===== src/shared/ac_bridge_defs.vh =====
`ifndef AC_BRIDGE_DEFS_VH
`define AC_BRIDGE_DEFS_VH

// ---------------------------------------------------------------
// Timing counts in master clock cycles; the settling count is in word periods.
// ---------------------------------------------------------------
`define EXC_HALF_CYCLES 2048
`define SAMPLE_DELAY_CYCLES 64
`define WORD_PERIOD_CYCLES 81920
`define SETTLE_WORDS 6

// ---------------------------------------------------------------
// Field widths, reset values and calibration limits.
// ---------------------------------------------------------------
`define GAIN_W 2
`define TRIM_W 4
`define GAIN_RESET 2'h0
`define TRIM_RESET 4'h8
`define CAL_MIN_PCT 80
`define CAL_MAX_PCT 120
`define CAL_NOM_PCT 100
`define MOD_PCT_W 8

`endif


===== src/hw/word_fifo.v =====
`timescale 1ns/1ps
module word_fifo #(
  parameter WIDTH = 24,
  parameter DEPTH = 4,
  parameter AW = 2
) (
  input wire clk,
  input wire rst,
  input wire ce,
  input wire in_valid,
  output wire in_ready,
  input wire [WIDTH-1:0] in_data,
  output wire out_valid,
  input wire out_ready,
  output reg [WIDTH-1:0] out_data
);
  reg [WIDTH-1:0] mem_q [0:DEPTH-1];
  reg [AW-1:0] wr_q;
  reg [AW-1:0] rd_q;
  reg [AW:0] cnt_q;
  wire push;
  wire pop;
  integer i;

  assign in_ready = (cnt_q != DEPTH);
  assign out_valid = (cnt_q != 0);
  assign push = ce && in_valid && in_ready;
  assign pop = ce && out_valid && out_ready;

  always @* begin
    out_data = mem_q[rd_q];
  end

  always @(posedge clk or posedge rst) begin
    if (rst) begin
      wr_q <= {AW{1'b0}};
      rd_q <= {AW{1'b0}};
      cnt_q <= {(AW+1){1'b0}};
      for (i = 0; i < DEPTH; i = i + 1) begin
        mem_q[i] <= {WIDTH{1'b0}};
      end
    end else begin
      if (push) begin
        mem_q[wr_q] <= in_data;
        wr_q <= wr_q + 1'b1;
      end
      if (pop) begin
        rd_q <= rd_q + 1'b1;
      end
      if (push && !pop) begin
        cnt_q <= cnt_q + 1'b1;
      end else if (pop && !push) begin
        cnt_q <= cnt_q - 1'b1;
      end
    end
  end
endmodule


===== src/hw/ac_bridge_excitation_detect.v =====
// Functional notes
// - Internal mode divides master clock to excitation clock, driven on pin.
// - Detection multiplies samples by excitation phase, keeping in-phase content.
// - External mode takes the phase pin as input; its phase sets detection.
// - Samples are taken 64 master cycles after each internal edge, two more after an external pin edge.
// - Conversion words come out every 81920 cycles, 50 Hz at 4.096 MHz.
// - After each external polarity change, six word periods pass before settling.
// - Gain select 1, 2, 4 or 8 and a four-bit offset trim.
// - Gain calibration accepts spans within plus or minus 20 percent.
`timescale 1ns/1ps
`include "ac_bridge_defs.vh"
module ac_bridge_excitation_detect #(
  parameter SW = 16,
  parameter ACC_W = 24,
  parameter FIFO_DEPTH = 4,
  parameter FIFO_AW = 2,
  parameter WORD_PERIOD = `WORD_PERIOD_CYCLES,
  parameter EXC_HALF = `EXC_HALF_CYCLES
) (
  input wire CLOCK,
  input wire RST,
  input wire CE,
  input wire AC_MODE,
  input wire EXT_EXC,
  input wire [`GAIN_W-1:0] GAIN_SEL,
  input wire [`TRIM_W-1:0] OFFSET_TRIM,
  input wire [`MOD_PCT_W-1:0] SPAN_PCT,
  input wire [SW-1:0] SIGNAL_INPUT,
  input wire [SW-1:0] REF_INPUT,
  input wire EXCITATION_PHASE_PIN_IN,
  output wire EXCITATION_PHASE_PIN_OUT,
  output wire EXCITATION_PHASE_PIN_OE,
  output reg EXCITATION_OUT_PIN,
  output reg SAMPLE_STROBE,
  output wire DATA_READY_N,
  input wire WORD_READY,
  output wire [ACC_W-1:0] WORD_DATA,
  output wire [ACC_W-1:0] REF_WORD_DATA,
  output reg SETTLED,
  output reg CAL_OK,
  output reg OVERRUN
);
  // ---------------------------------------------------------------
  // Excitation source and phase-pin synchroniser.
  // ---------------------------------------------------------------
  reg [16:0] div_q;
  reg int_phase_q;
  reg ext_s1_q;
  reg ext_s2_q;
  reg ext_prev_q;
  wire phase;
  wire edge_ev;
  wire int_edge;

  assign int_edge = (div_q == EXC_HALF - 1);
  // Pin is driven only in internal mode; external mode listens.
  assign EXCITATION_PHASE_PIN_OE = AC_MODE && !EXT_EXC;
  assign EXCITATION_PHASE_PIN_OUT = int_phase_q;
  assign phase = EXT_EXC ? ext_s2_q : int_phase_q;
  assign edge_ev = AC_MODE &&
    (EXT_EXC ? (ext_s2_q != ext_prev_q) : int_edge);

  always @(posedge CLOCK or posedge RST) begin
    if (RST) begin
      div_q <= 17'h00000;
      int_phase_q <= 1'b0;
      ext_s1_q <= 1'b0;
      ext_s2_q <= 1'b0;
      ext_prev_q <= 1'b0;
      EXCITATION_OUT_PIN <= 1'b0;
    end else if (CE) begin
      ext_s1_q <= EXCITATION_PHASE_PIN_IN;
      ext_s2_q <= ext_s1_q;
      ext_prev_q <= ext_s2_q;
      if (int_edge) begin
        div_q <= 17'h00000;
        int_phase_q <= !int_phase_q;
      end else begin
        div_q <= div_q + 17'h00001;
      end
      EXCITATION_OUT_PIN <= AC_MODE & phase;
    end
  end

  // ---------------------------------------------------------------
  // Sample delay after each switching edge.
  // ---------------------------------------------------------------
  reg [6:0] dly_q;
  reg dly_run_q;
  wire take;

  // Without ac mode every cycle is a dc sample.
  assign take = AC_MODE ? (dly_run_q &&
    dly_q == `SAMPLE_DELAY_CYCLES - 1) : 1'b1;

  always @(posedge CLOCK or posedge RST) begin
    if (RST) begin
      dly_q <= 7'h00;
      dly_run_q <= 1'b0;
      SAMPLE_STROBE <= 1'b0;
    end else if (CE) begin
      SAMPLE_STROBE <= AC_MODE && take;
      if (edge_ev) begin
        // A new edge restarts the wait; the earlier sample is dropped.
        dly_q <= 7'h00;
        dly_run_q <= 1'b1;
      end else if (dly_run_q) begin
        if (take) begin
          dly_run_q <= 1'b0;
        end
        dly_q <= dly_q + 7'h01;
      end
    end
  end

  // ---------------------------------------------------------------
  // Gain, trim and synchronous accumulation.
  // ---------------------------------------------------------------
  function [ACC_W-1:0] scale;
    input [SW-1:0] v;
    input [`GAIN_W-1:0] g;
    input inv;
    reg [ACC_W-1:0] x;
    begin
      x = {{(ACC_W-SW){v[SW-1]}}, v} <<< g;
      scale = inv ? (~x + 1'b1) : x;
    end
  endfunction

  reg [ACC_W-1:0] acc_q;
  reg [ACC_W-1:0] racc_q;
  reg [16:0] word_q;
  wire word_end;
  wire [ACC_W-1:0] trim;
  wire fifo_ready;
  wire fifo_valid;
  wire [2*ACC_W-1:0] fifo_out;
  wire [`TRIM_W-1:0] trim_off;

  assign word_end = (word_q == WORD_PERIOD - 1);
  // Trim spans both signs around mid code, so the step is sign-extended.
  assign trim_off = OFFSET_TRIM - `TRIM_RESET;
  assign trim = {{(ACC_W-`TRIM_W){trim_off[`TRIM_W-1]}}, trim_off}
    << (ACC_W - 5);

  always @(posedge CLOCK or posedge RST) begin
    if (RST) begin
      acc_q <= {ACC_W{1'b0}};
      racc_q <= {ACC_W{1'b0}};
      word_q <= 17'h00000;
      OVERRUN <= 1'b0;
    end else if (CE) begin
      if (word_end) begin
        word_q <= 17'h00000;
        acc_q <= {ACC_W{1'b0}};
        racc_q <= {ACC_W{1'b0}};
        // A full queue drops the word; the flag stays until reset.
        if (!fifo_ready) begin
          OVERRUN <= 1'b1;
        end
      end else begin
        word_q <= word_q + 17'h00001;
        if (take) begin
          acc_q <= acc_q + scale(SIGNAL_INPUT, GAIN_SEL,
            AC_MODE & !phase);
          racc_q <= racc_q + scale(REF_INPUT, 2'h0, AC_MODE & !phase);
        end
      end
    end
  end

  // ---------------------------------------------------------------
  // Settling count after external polarity changes.
  // ---------------------------------------------------------------
  reg [2:0] settle_q;

  always @(posedge CLOCK or posedge RST) begin
    if (RST) begin
      settle_q <= 3'h0;
      SETTLED <= 1'b0;
    end else if (CE) begin
      if (edge_ev && EXT_EXC) begin
        settle_q <= 3'h0;
        SETTLED <= 1'b0;
      end else if (word_end && settle_q != `SETTLE_WORDS) begin
        settle_q <= settle_q + 3'h1;
        SETTLED <= (settle_q == `SETTLE_WORDS - 1);
      end
    end
  end

  // ---------------------------------------------------------------
  // Gain calibration window check.
  // ---------------------------------------------------------------
  always @(posedge CLOCK or posedge RST) begin
    if (RST) begin
      CAL_OK <= 1'b0;
    end else if (CE) begin
      CAL_OK <= (SPAN_PCT >= `CAL_MIN_PCT) &&
        (SPAN_PCT <= `CAL_MAX_PCT);
    end
  end

  // ---------------------------------------------------------------
  // Output word queue; data ready is low while a word waits.
  // ---------------------------------------------------------------
  word_fifo #(
    .WIDTH(2*ACC_W),
    .DEPTH(FIFO_DEPTH),
    .AW(FIFO_AW)
  ) u_fifo (
    .clk(CLOCK),
    .rst(RST),
    .ce(CE),
    .in_valid(word_end),
    .in_ready(fifo_ready),
    .in_data({racc_q, acc_q + trim}),
    .out_valid(fifo_valid),
    .out_ready(WORD_READY),
    .out_data(fifo_out)
  );

  assign DATA_READY_N = !fifo_valid;
  assign WORD_DATA = fifo_out[ACC_W-1:0];
  assign REF_WORD_DATA = fifo_out[2*ACC_W-1:ACC_W];
endmodule


===== config.mk =====
export PLATFORM = sky130hd
export DESIGN_NAME = ac_bridge_excitation_detect
export DESIGN_NICKNAME = d
export VERILOG_FILES = /design/src/hw/word_fifo.v /design/src/hw/ac_bridge_excitation_detect.v
export VERILOG_INCLUDE_DIRS = /design/src /design/src/shared
export SDC_FILE = /design/constraint.sdc
export NUM_CORES = 1
export LEC_CHECK = 0
export BUFFER_PORTS_ARGS = -buffer_cell sky130_fd_sc_hd__buf_2
export CAP_MARGIN = 20
export CELL_PAD_IN_SITES_DETAIL_PLACEMENT = 0
export CELL_PAD_IN_SITES_GLOBAL_PLACEMENT = 1
export CORE_UTILIZATION = 50
export CTS_CLUSTER_DIAMETER = 80
export CTS_CLUSTER_SIZE = 8
export DETAILED_ROUTE_END_ITERATION = 8
export PLACE_DENSITY_LB_ADDON = 0.1
export SLEW_MARGIN = 10
export SYNTH_ARGS = -nofsm -noshare
export SYNTH_HDL_FRONTEND = slang
export SYNTH_SLANG_ARGS = --single-unit

===== constraint.sdc =====
create_clock -name CLOCK -period 11.6 [get_ports CLOCK]
set_clock_uncertainty 0.15 [all_clocks]
set_input_delay 0.58 -clock CLOCK [delete_from_list [all_inputs] [get_ports CLOCK]]
set_output_delay 0.58 -clock CLOCK [all_outputs]
set_load 0.02 [all_outputs]

==> out/qor.csv, run 1 <==
stage,metric,value,unit
global_route,global route total overflow,0,
placed_design,post-DP HPWL,24800,um
critical_path,r2r worst-path depth,14,
logic_synthesis,Netlist cell types,71,
logic_synthesis,YS warnings,0,
routing,post-route ant nets,0,
routing,WL final,38600,um
logic_synthesis,Synth top area share,43.4,%
global_route,vias in the first global route,11700,
global_route,pin count of the biggest net entering global routing,90,
critical_path,crit start category,input port,
sta,Setup WS post-layout,6980,ps
logic_synthesis,Syn Inst Count,1446,
sta,period utilization,39.8,%
cts,Num CTS Buffers,43,
critical_path,WP data arrival,4900,ps
routing,drt first pass iters,5,
logic_synthesis,Synth area leader,dfrtp_1,
sta,WHS,-28.4,ps
cts,clk_lat worst skew,540,ps
status,failing checks,hold timing,
sta,Fin. Hold Viols,21,
sta,post-route setup TNS,0,ps
layout,area of the multi-input gates,9260,sq um
floorplan,I/O pins,109,
logic_synthesis,number of synthesized register bits,301,
placed_design,placed cells,1947,
critical_path,kind of critical path,in2reg,
critical_path,critical-path maximum fanout,4,
logic_synthesis,Synth Area in Compound Gates,9.59,%
cts,clock slew at reported path FFs,60,ps
critical_path,reg-to-reg endpoint,acc_q[22],
routing,vias per inst,5.67,
global_route,initial antenna violation count,0,
floorplan,num rows,67,
floorplan,die width,188,um
routing,Wirelength per Cell,19.3,um
cts,CTS Root Cell,clkbuf_16,
layout,flip-flop and latch area,7540,sq um
critical_path,"setup slack, reg-to-reg",7390,ps
sta,unrepaired setup endpoints after global routing,false,
floorplan,Starting Density,51.2,%
routing,via count,11300,
routing,drc violations,0,
logic_synthesis,ys flop type,dfrtp_1,
layout,ant diodes,0,
logic_synthesis,Syn Area/Cell,12.0,sq um
layout,Layout area overhead,11.2,%
logic_synthesis,mux share of post-synthesis cell area,23.3,%
logic_synthesis,Post-Synth Simple-Gate Area,9.71,%
sta,Worst Max-Slew Pin Slew,968,ps
placed_design,Setup WS pre-CTS,6460,ps
placed_design,Placer Congestion,0.842,
sta,"Slew Viols, Final",0,
logic_synthesis,largest family of logic cells by synthesized area,multiplexers,
power_and_ir_drop,P per Cell Area,180,nW/um^2
floorplan,Die Y-Extent,188,um
power_and_ir_drop,worst vdd ir,0.000107,V
cts,H-tree Lvls,2,
critical_path,CP endpoint kind,flop,
logic_synthesis,register area share after synthesis,43.4,%
layout,# fillers,2901,
placed_design,IO Port Bufs,108,
cts,CTS tree,yes,
routing,1st-iter DRT viols,608,
run,MaxCap Viol Count,0,
layout,Nets,1670,
worst_hold_path,HP Class,in2async,
cts,Post-CTS Setup Bufs,0,
global_route,All-Layer GR Usage,22.5,%
status,status,finished with violations,
cts,post-cts hold buffer count,0,
layout,layout cells sized above 1,26.9,%
logic_synthesis,adder-cell area share of the yosys netlist,5.30,%
logic_synthesis,Post-synth ARST share,100,%
floorplan,Die Area,35400,sq um
cts,CTS resizes,0,
critical_path,Worst EP required,11880,ps
layout,"Design Area, Final",19300,sq um
floorplan,CORE AREA,33900,sq um
sta,Peak Freq,217,MHz
placed_design,DP Area,18100,sq um
cts,Clock Sinks,301,
sta,crit path time final,4620,ps
logic_synthesis,Post-synth EDFFs,0,
sta,max_slew headroom,35.4,%
sta,setup violators final,0,
logic_synthesis,Syn Nets,1570,
critical_path,R2R Path Start,ext_s2_q,
logic_synthesis,XOR/XNOR Fraction of Synth Area,5.45,%
global_route,first-pass GRT wire length,63900,um
logic_synthesis,synth top area cells,"dfrtp_1 (43%), mux2_4 (15%), mux4_2 (6.8%)",
power_and_ir_drop,LEAKAGE,9.60,nW
cts,Clock Path Buffers,3,
logic_synthesis,Post-Syn Area,17300,sq um
layout,Post-Layout Cell Count,1997,
[cell usage in the layout, fill, tap and decap left out, types with 25 or more instances in the layout]
master	count
buf_2	108
ha_1	67
a21oi_1	67
nand3_1	25
xnor2_1	62
nor2_1	78
mux4_2	52
xor2_1	46
o21ai_0	75
inv_1	38
dfrtp_1	299
clkbuf_16	43
mux2_4	168
nand2_1	126
[sequential cells by signal (all words and copies together) (netlist names), 2 cells and up]
register and flops:
settle_q 3, u_fifo.rd_q 2, u_fifo.wr_q 2, word_q 17, dly_q 7, div_q 17
acc_q 24, u_fifo.mem_q 192, u_fifo.cnt_q 3, racc_q 24
[worst max-delay path by stage]
| stage | startpoint | endpoint | cells after the start |
|---|---|---|---|
| after global placement | REF_INPUT[6] | racc_q[22] | 14 |
| after global routing | REF_INPUT[6] | racc_q[22] | 14 |
| after detailed placement | REF_INPUT[6] | racc_q[22] | 14 |
| after CTS | REF_INPUT[6] | racc_q[22] | 14 |
| after floorplan | RST | CAL_OK | 1 |
| final | REF_INPUT[6] | racc_q[22] | 14 |
[synthesized netlist by cell type, drive strengths merged, types with 3 or more instances]
cell	n
nor3	16
mux4	52
o41ai	3
and3	8
nand4	17
a21oi	67
a21o	19
nand2b	11
fa	4
o31ai	5
a211oi	10
or2	3
a211o	5
a22o	7
o31a	4
or3	15
mux2	189
o21ai	97
inv	39
or4	5
o21a	7
nor3b	7
a31oi	12
clkbuf	35
nor2	80
o21bai	4
xnor2	62
a21boi	5
a31o	3
mux2i	11
buf	29
o22ai	5
and2	7
nand2	130
nand3	25
xor2	46
ha	67
nor2b	7
dfrtp	301
[layout make-up]
cell class,count,share of cell area (%)
clock buffers,47,5.71
clock inverters,1,0.0454
inverters,39,0.798
multi-input cells,1042,48.0
flip-flops and latches,301,39.1
well taps,448,2.91
repair buffers,119,3.44
[kinds of logic after synthesis]
kind of cell / after synthesis
buffers and inverters: 103
multiplexers: 252
AO/OA/AOI/OAI: 270
flip-flops: 301
XOR/XNOR: 108
adder cells (fa/ha/maj): 71
AND/OR/NAND/NOR: 341
[critical path, stage by stage]
cell	delay [ps]
buf_2	110
or4_1	600
nor4_1	520
nor4b_1	390
a21oi_1	170
a211oi_1	460
a21oi_1	90
ha_1	350
a21o_1	180
a31oi_1	290
o21ai_0	220
o311a_1	370
or3_1	310
a32o_1	250
[where the power goes]
group	switching [mW]	internal [mW]	total [mW]
Combinational	0.567	0.455	1.02
Sequential	0.179	1.16	1.34
Clock	0.440	0.658	1.10
Total	1.19	2.28	3.46
[stage by stage]
| step | total power, mW | utilization, % | hold slack [ps] |
|---|---|---|---|
| final | 3.46 | 57.0 | -28.4 |
| after global routing | 3.69 | 57.0 | 54.0 |
| after CTS | 3.49 | 56.8 | 17.6 |
| after detailed placement | 2.37 | 53.5 | 312 |
| after global placement | 2.36 | 53.5 | 303 |
| after floorplan | 2.11 | - | 290 |
[metal layers]
| layer | GRT usage, % | routed length [um] | vias to the layer above |
|---|---|---|---|
| met5 | 0 | 0 | - |
| met2 | 34.5 | 17400 | 200 |
| li1 | - | - | 5421 |
| met4 | 5.75 | 597 | 0 |
| met3 | 3.43 | 1440 | 56 |
| met1 | 33.2 | 19100 | 5640 |
Power figures use the tool's default switching activity.
==> inputs of run 2 (changes only) <==
--- a/config.mk
+++ b/config.mk
@@ -10,7 +10,7 @@
 export CAP_MARGIN = 20
 export CELL_PAD_IN_SITES_DETAIL_PLACEMENT = 0
 export CELL_PAD_IN_SITES_GLOBAL_PLACEMENT = 1
-export CORE_UTILIZATION = 50
+export CORE_UTILIZATION = 45
 export CTS_CLUSTER_DIAMETER = 80
 export CTS_CLUSTER_SIZE = 8
 export DETAILED_ROUTE_END_ITERATION = 8
==> constraint.sdc (replaced) <==
create_clock -name CLOCK -period 4 [get_ports CLOCK]
set_clock_uncertainty 0.15 [all_clocks]
set_input_delay 0.2 -clock CLOCK [delete_from_list [all_inputs] [get_ports CLOCK]]
set_output_delay 0.2 -clock CLOCK [all_outputs]
set_load 0.02 [all_outputs]
==> out/qor.csv, run 2 (synthesis gave the netlist of run 1 again) <==
stage,metric,value,unit
cts,clk_lat worst skew,570,ps
sta,crit path time final,3780,ps
critical_path,kind of critical path,reg2reg,
floorplan,Starting Density,45.9,%
power_and_ir_drop,worst vdd ir,0.000365,V
cts,Post-CTS Setup Bufs,0,
floorplan,die width,198,um
layout,most frequent cells in the layout,"dfrtp_1 (299), mux2_4 (168), nand2_1 (126), buf_2 (108), nor2_1 (78)",
floorplan,Die Y-Extent,198,um
floorplan,I/O pins,109,
cts,H-tree Lvls,2,
worst_hold_path,HP Class,in2reg,
routing,post-route ant nets,0,
layout,Nets,1745,
routing,via count,11600,
global_route,first-pass GRT wire length,65400,um
placed_design,Placer Congestion,0.826,
sta,unrepaired setup endpoints after global routing,false,
layout,Largest regs,"u_fifo.mem_q (192), acc_q (24), racc_q (24)",
critical_path,WP data arrival,4090,ps
layout,Layout area overhead,15.5,%
placed_design,IO Port Bufs,108,
floorplan,num rows,71,
critical_path,critical-path maximum fanout,23,
routing,vias per inst,5.43,
cts,CTS tree,yes,
critical_path,crit start category,flop,
layout,Post-Layout Cell Count,2136,
routing,drc violations,0,
routing,wl on met1,20300,um
floorplan,Die Area,39300,sq um
layout,"Core Util, Final",53.1,%
cts,Clock Sinks,301,
floorplan,CORE AREA,37800,sq um
routing,Wirelength per Cell,18.7,um
layout,ant diodes,0,
sta,"Slew Viols, Final",0,
global_route,global route total overflow,0,
routing,met2 routed WL,17800,um
cts,CTS Root Cell,clkbuf_16,
placed_design,placed cells,2077,
routing,top routing layer used,met4,
placed_design,post-DP HPWL,26300,um
layout,Reg with most FFs,u_fifo.mem_q,
sta,Worst Max-Slew Pin Slew,958,ps
cts,Num CTS Buffers,43,
routing,WL final,40000,um
sta,period utilization,94.4,%
critical_path,Worst EP required,4310,ps
sta,Peak Freq,265,MHz
sta,Fin. Hold Viols,0,
power_and_ir_drop,LEAKAGE,9.98,nW
layout,"most common cell after layout, fill and taps aside",dfrtp_1,
sta,setup violators final,0,
routing,met3 WL,1220,um
status,status,finished clean,
global_route,pin count of the biggest net entering global routing,167,
power_and_ir_drop,P per Cell Area,520,nW/um^2
global_route,initial antenna violation count,1,
routing,1st-iter DRT viols,578,
cts,Clock Path Buffers,3,
sta,max_slew headroom,36.1,%
layout,layout cells sized above 1,30.0,%
global_route,All-Layer GR Usage,21.2,%
critical_path,CP endpoint kind,flop,
routing,drt first pass iters,5,
run,MaxCap Viol Count,0,
global_route,vias in the first global route,11800,
cts,clock slew at reported path FFs,50,ps
layout,max reg flops,192,
==> run 2: cell types whose count changed in the layout (fill, tap and decap cells not counted), moves of 2 or more <==
cell / previous run / this run
a31oi_1: 12 / 10
a31oi_2: 0 / 2
buf_12: 0 / 3
buf_4: 9 / 72
dlygate4sd3_1: 0 / 10
o21ai_0: 75 / 73
o21ai_1: 21 / 23
==> run 2: what timing repair did <==
| item | CTS | global route |
|---|---|---|
| hold endpoints to repair | 316 | 0 |
| hold buffers | 10 | 0 |
| endpoints found under the setup margin | 0 | 10 |
| gates resized for setup | 0 | 7 |
==> run 2: where the power goes <==
| group | leakage [nW] | switching (mW) | internal, mW |
|---|---|---|---|
| clock | 0.560 | 1.31 | 1.93 |
| sequential | 4.07 | 0.508 | 3.38 |
| combinational | 5.35 | 1.70 | 1.59 |
| total | 9.98 | 3.52 | 6.90 |
==> run 2: per-stage QoR <==
step / setup WS [ps] / area (sq um) / power [mW] / hold slack (ps) / TNS [ps]
global route: 9.45 / 20000 / 11.1 / 60.9 / 0
global placement: -236 / 18700 / 7.16 / 282 / -537
finish: 224 / 20000 / 10.4 / 33.2 / 0
CTS: 94.0 / 20000 / 10.5 / 2.94 / 0
detailed placement: -266 / 18800 / 7.18 / 293 / -679
floorplan: -351 / 17300 / 6.13 / 202 / -105660
==> run 2: final timing paths <==
| check | startpoint | end | depth (start not counted) | slack [ps] |
|---|---|---|---|---|
| max | ext_s2_q | racc_q[23] | 16 | 220 |
| min | OFFSET_TRIM[1] | u_fifo.mem_q[164] | 4 | 30 |
| max reg2reg | ext_s2_q | racc_q[23] | 16 | 220 |
| min reg2reg | div_q[16] | div_q[16] | 1 | 320 |
| max in group asynchronous | RST | u_fifo.rd_q[0] | 4 | 2560 |
| min in group asynchronous | RST | u_fifo.mem_q[20] | 4 | 300 |
==> run 2: layer usage <==
metal	global-route usage [%]	vias up
li1	-	5581
met1	31.4	5808
met2	32.1	159
met3	3.49	48
met4	5.63	0
met5	0	-
==> run 2: layout make-up <==
type | count | area, sq um
multi-input cells | 1042 | 9300
inverters | 39 | 150
repair buffers | 194 | 1270
fillers | 3310 | 17700
flip-flops and latches | 301 | 7540
clock buffers | 46 | 1110
well taps | 511 | 639
clock inverters | 3 | 30.0
==> run 2: worst max-delay path, cell delays in order, from the launching register on <==
cell,delay [ps]
dfrtp_1,430
mux2i_4,200
and2_1,200
buf_12,190
nor2_1,60
a21o_1,160
ha_1,290
a211o_1,320
a211oi_1,220
buf_4,160
nor3_1,50
buf_4,150
o21ai_0,270
a21oi_1,150
a211o_1,320
xor2_1,150
o211ai_1,190
==> inputs of run 3 (changes only) <==
--- a/config.mk
+++ b/config.mk
@@ -18,4 +18,5 @@
 export SLEW_MARGIN = 10
 export SYNTH_ARGS = -nofsm -noshare
 export SYNTH_HDL_FRONTEND = slang
+export SYNTH_HIERARCHICAL = 1
 export SYNTH_SLANG_ARGS = --single-unit
==> out/qor.csv, run 3 <==
stage,metric,value,unit
routing,1st-iter DRT viols,491,
floorplan,I/O pins,109,
critical_path,CP endpoint kind,flop,
power_and_ir_drop,worst vdd ir,0.000314,V
cts,Clock Sinks,301,
global_route,initial antenna violation count,0,
global_route,All-Layer GR Usage,20.9,%
critical_path,crit start category,flop,
critical_path,Crit path largest cell delay,440,ps
cts,CTS tree,yes,
layout,max reg flops,192,
routing,via count,11400,
sta,setup violators final,0,
global_route,GR Layer Usage met1,29.2,%
floorplan,die width,197,um
floorplan,CORE AREA,37500,sq um
global_route,first-pass GRT wire length,64100,um
power_and_ir_drop,P per Cell Area,517,nW/um^2
placed_design,post-DP HPWL,25900,um
logic_synthesis,Synth top area share,44.1,%
sta,unrepaired setup endpoints after global routing,false,
sta,period utilization,93.2,%
global_route,met3 Track Usage GR,5.13,%
placed_design,Placer Congestion,0.838,
logic_synthesis,Syn Area/Cell,11.9,sq um
floorplan,Die Y-Extent,197,um
layout,Layout area overhead,16.0,%
critical_path,kind of critical path,reg2reg,
cts,clock slew at reported path FFs,50,ps
critical_path,slowest CP cell,fa_1,
floorplan,num rows,71,
routing,drc violations,0,
logic_synthesis,Syn Inst Count,1433,
logic_synthesis,Post-synth EDFFs,0,
critical_path,Worst EP required,4320,ps
global_route,global route total overflow,0,
global_route,vias in the first global route,11800,
sta,post-route setup TNS,0,ps
logic_synthesis,Post-synth top cells,"dfrtp_1 (301), mux2_2 (123), nand2_1 (114)",
logic_synthesis,ys flop type,dfrtp_1,
sta,"Slew Viols, Final",0,
cts,clk_lat worst skew,550,ps
layout,Reg with most FFs,u_fifo/mem_q,
logic_synthesis,YS warnings,6,
critical_path,most frequent cell on the critical path,buf_4,
cts,Num CTS Buffers,43,
cts,CTS Root Cell,clkbuf_16,
sta,Fin. Hold Viols,0,
layout,Nets,1735,
sta,max_slew headroom,36.4,%
logic_synthesis,Netlist cell types,81,
critical_path,WP data arrival,4050,ps
global_route,GRT Max-Usage Layer,met2,
floorplan,Starting Density,45.6,%
sta,Worst Max-Slew Pin Slew,951,ps
logic_synthesis,most common cell in the netlist,dfrtp_1,
status,status,finished clean,
logic_synthesis,Post-Syn Area,17100,sq um
routing,post-route ant nets,0,
logic_synthesis,register area share after synthesis,44.1,%
global_route,GR Layer Usage met2,33.0,%
logic_synthesis,Post-synth ARST share,100,%
logic_synthesis,Syn Nets,1557,
critical_path,critical-path maximum fanout,4,
routing,WL final,39000,um
layout,"most common cell after layout, fill and taps aside",dfrtp_1,
run,MaxCap Viol Count,0,
cts,H-tree Lvls,2,
placed_design,IO Port Bufs,108,
routing,vias per inst,5.36,
sta,crit path time final,3730,ps
logic_synthesis,Synth area leader,dfrtp_1,
layout,most frequent cells in the layout,"dfrtp_1 (299), mux2_2 (123), nand2_1 (114), buf_2 (108), mux2_4 (80)",
critical_path,CP Cell Sequence,"mux2i_1, buf_4, and2_2, nand2_1, o21ai_1, inv_1, fa_1, nor2b_1, o21ai_0, a21o_1, a2111oi_2, buf_4, o41ai_1, buf_4, o311a_1, xor2_1, o21ai_0",
layout,"Core Util, Final",52.9,%
global_route,pin count of the biggest net entering global routing,91,
cts,Clock Path Buffers,3,
layout,ant diodes,0,
logic_synthesis,synth top area cells,"dfrtp_1 (44%), mux2_2 (8.1%), mux2_4 (7.0%)",
sta,Peak Freq,268,MHz
routing,Wirelength per Cell,18.3,um
power_and_ir_drop,LEAKAGE,9.45,nW
routing,drt first pass iters,5,
layout,layout cells sized above 1,32.3,%
worst_hold_path,HP Class,in2reg,
layout,# fillers,3359,
layout,Largest regs,"u_fifo/mem_q (192), acc_q (24), racc_q (24)",
logic_synthesis,number of synthesized register bits,301,
floorplan,Die Area,38800,sq um
==> run 3: power breakdown <==
part	leakage (nW)	total, mW	internal (mW)	switching (mW)
logic	4.81	3.18	1.49	1.69
registers	4.08	3.87	3.37	0.505
clock network	0.560	3.21	1.93	1.27
total	9.45	10.3	6.79	3.47
==> run 3: path summary, 6_finish.rpt <==
check,start,to,slack [ps],cells past startpoint
setup / recovery,EXCITATION_PHASE_PIN_OUT,acc_q[20],270,17
hold / removal,OFFSET_TRIM[3],u_fifo/mem_q[71],170,4
setup reg to reg,EXCITATION_PHASE_PIN_OUT,acc_q[20],270,17
hold reg to reg,OVERRUN,OVERRUN,300,1
max in group asynchronous,RST,u_fifo/mem_q[156],2430,4
min in group asynchronous,RST,div_q[4],180,3
==> run 3: layout make-up <==
cell class | count | area [sq um] | area share (%)
clock buffers | 46 | 1110 | 5.59
clock inverters | 3 | 30.0 | 0.151
inverters | 49 | 190 | 0.959
multi-input cells | 1024 | 9020 | 45.5
flip-flops and latches | 301 | 7540 | 38.0
well taps | 511 | 639 | 3.22
repair buffers | 192 | 1300 | 6.57
==> run 3: repair_timing <==
action | in CTS | in global routing
pin swaps | 0 | 1
hold endpoints to repair | 102 | 0
hold buffers | 11 | 0
endpoints found under the setup margin | 1 | 11
buffers inserted | 0 | 0
gates resized for setup | 1 | 7
==> run 3: worst max-delay path, delay by kind of cell, from the launching register on <==
family | cells | cell delay, ps
xor+xnor | 1 | 140
compound gates | 7 | 1390
simple gates | 3 | 410
mux | 1 | 130
buf+inv | 4 | 580
fa+ha+maj | 1 | 440
flops | 1 | 400
==> run 3: routing by layer <==
layer	wire (um)	part of all wire, %
met1	18600	48
met2	17900	46
met3	1880	4.8
met4	573	1.5
met5	0	0
==> run 3: kinds of logic after synthesis <==
kind of cell | synth area share [%]
AO/OA/AOI/OAI | 9.16
XOR/XNOR | 5.58
adder cells (fa/ha/maj) | 5.37
buffers and inverters | 3.47
flip-flops | 44.1
multiplexers | 22.7
AND/OR/NAND/NOR | 9.63
==> run 3: per-stage QoR <==
stage	worst slack, ps	std cells	instance area [sq um]	power [mW]	hold slack, ps
6_report	271	2126	19800	10.3	167
5_1_grt	0.863	2126	19800	11.0	166
4_1_cts	9.96	2126	19800	10.4	120
3_5_place_dp	-241	2066	18600	7.05	253
3_3_place_gp	-130	2066	18600	7.03	237
2_1_floorplan	29.1	1433	17100	6.06	146
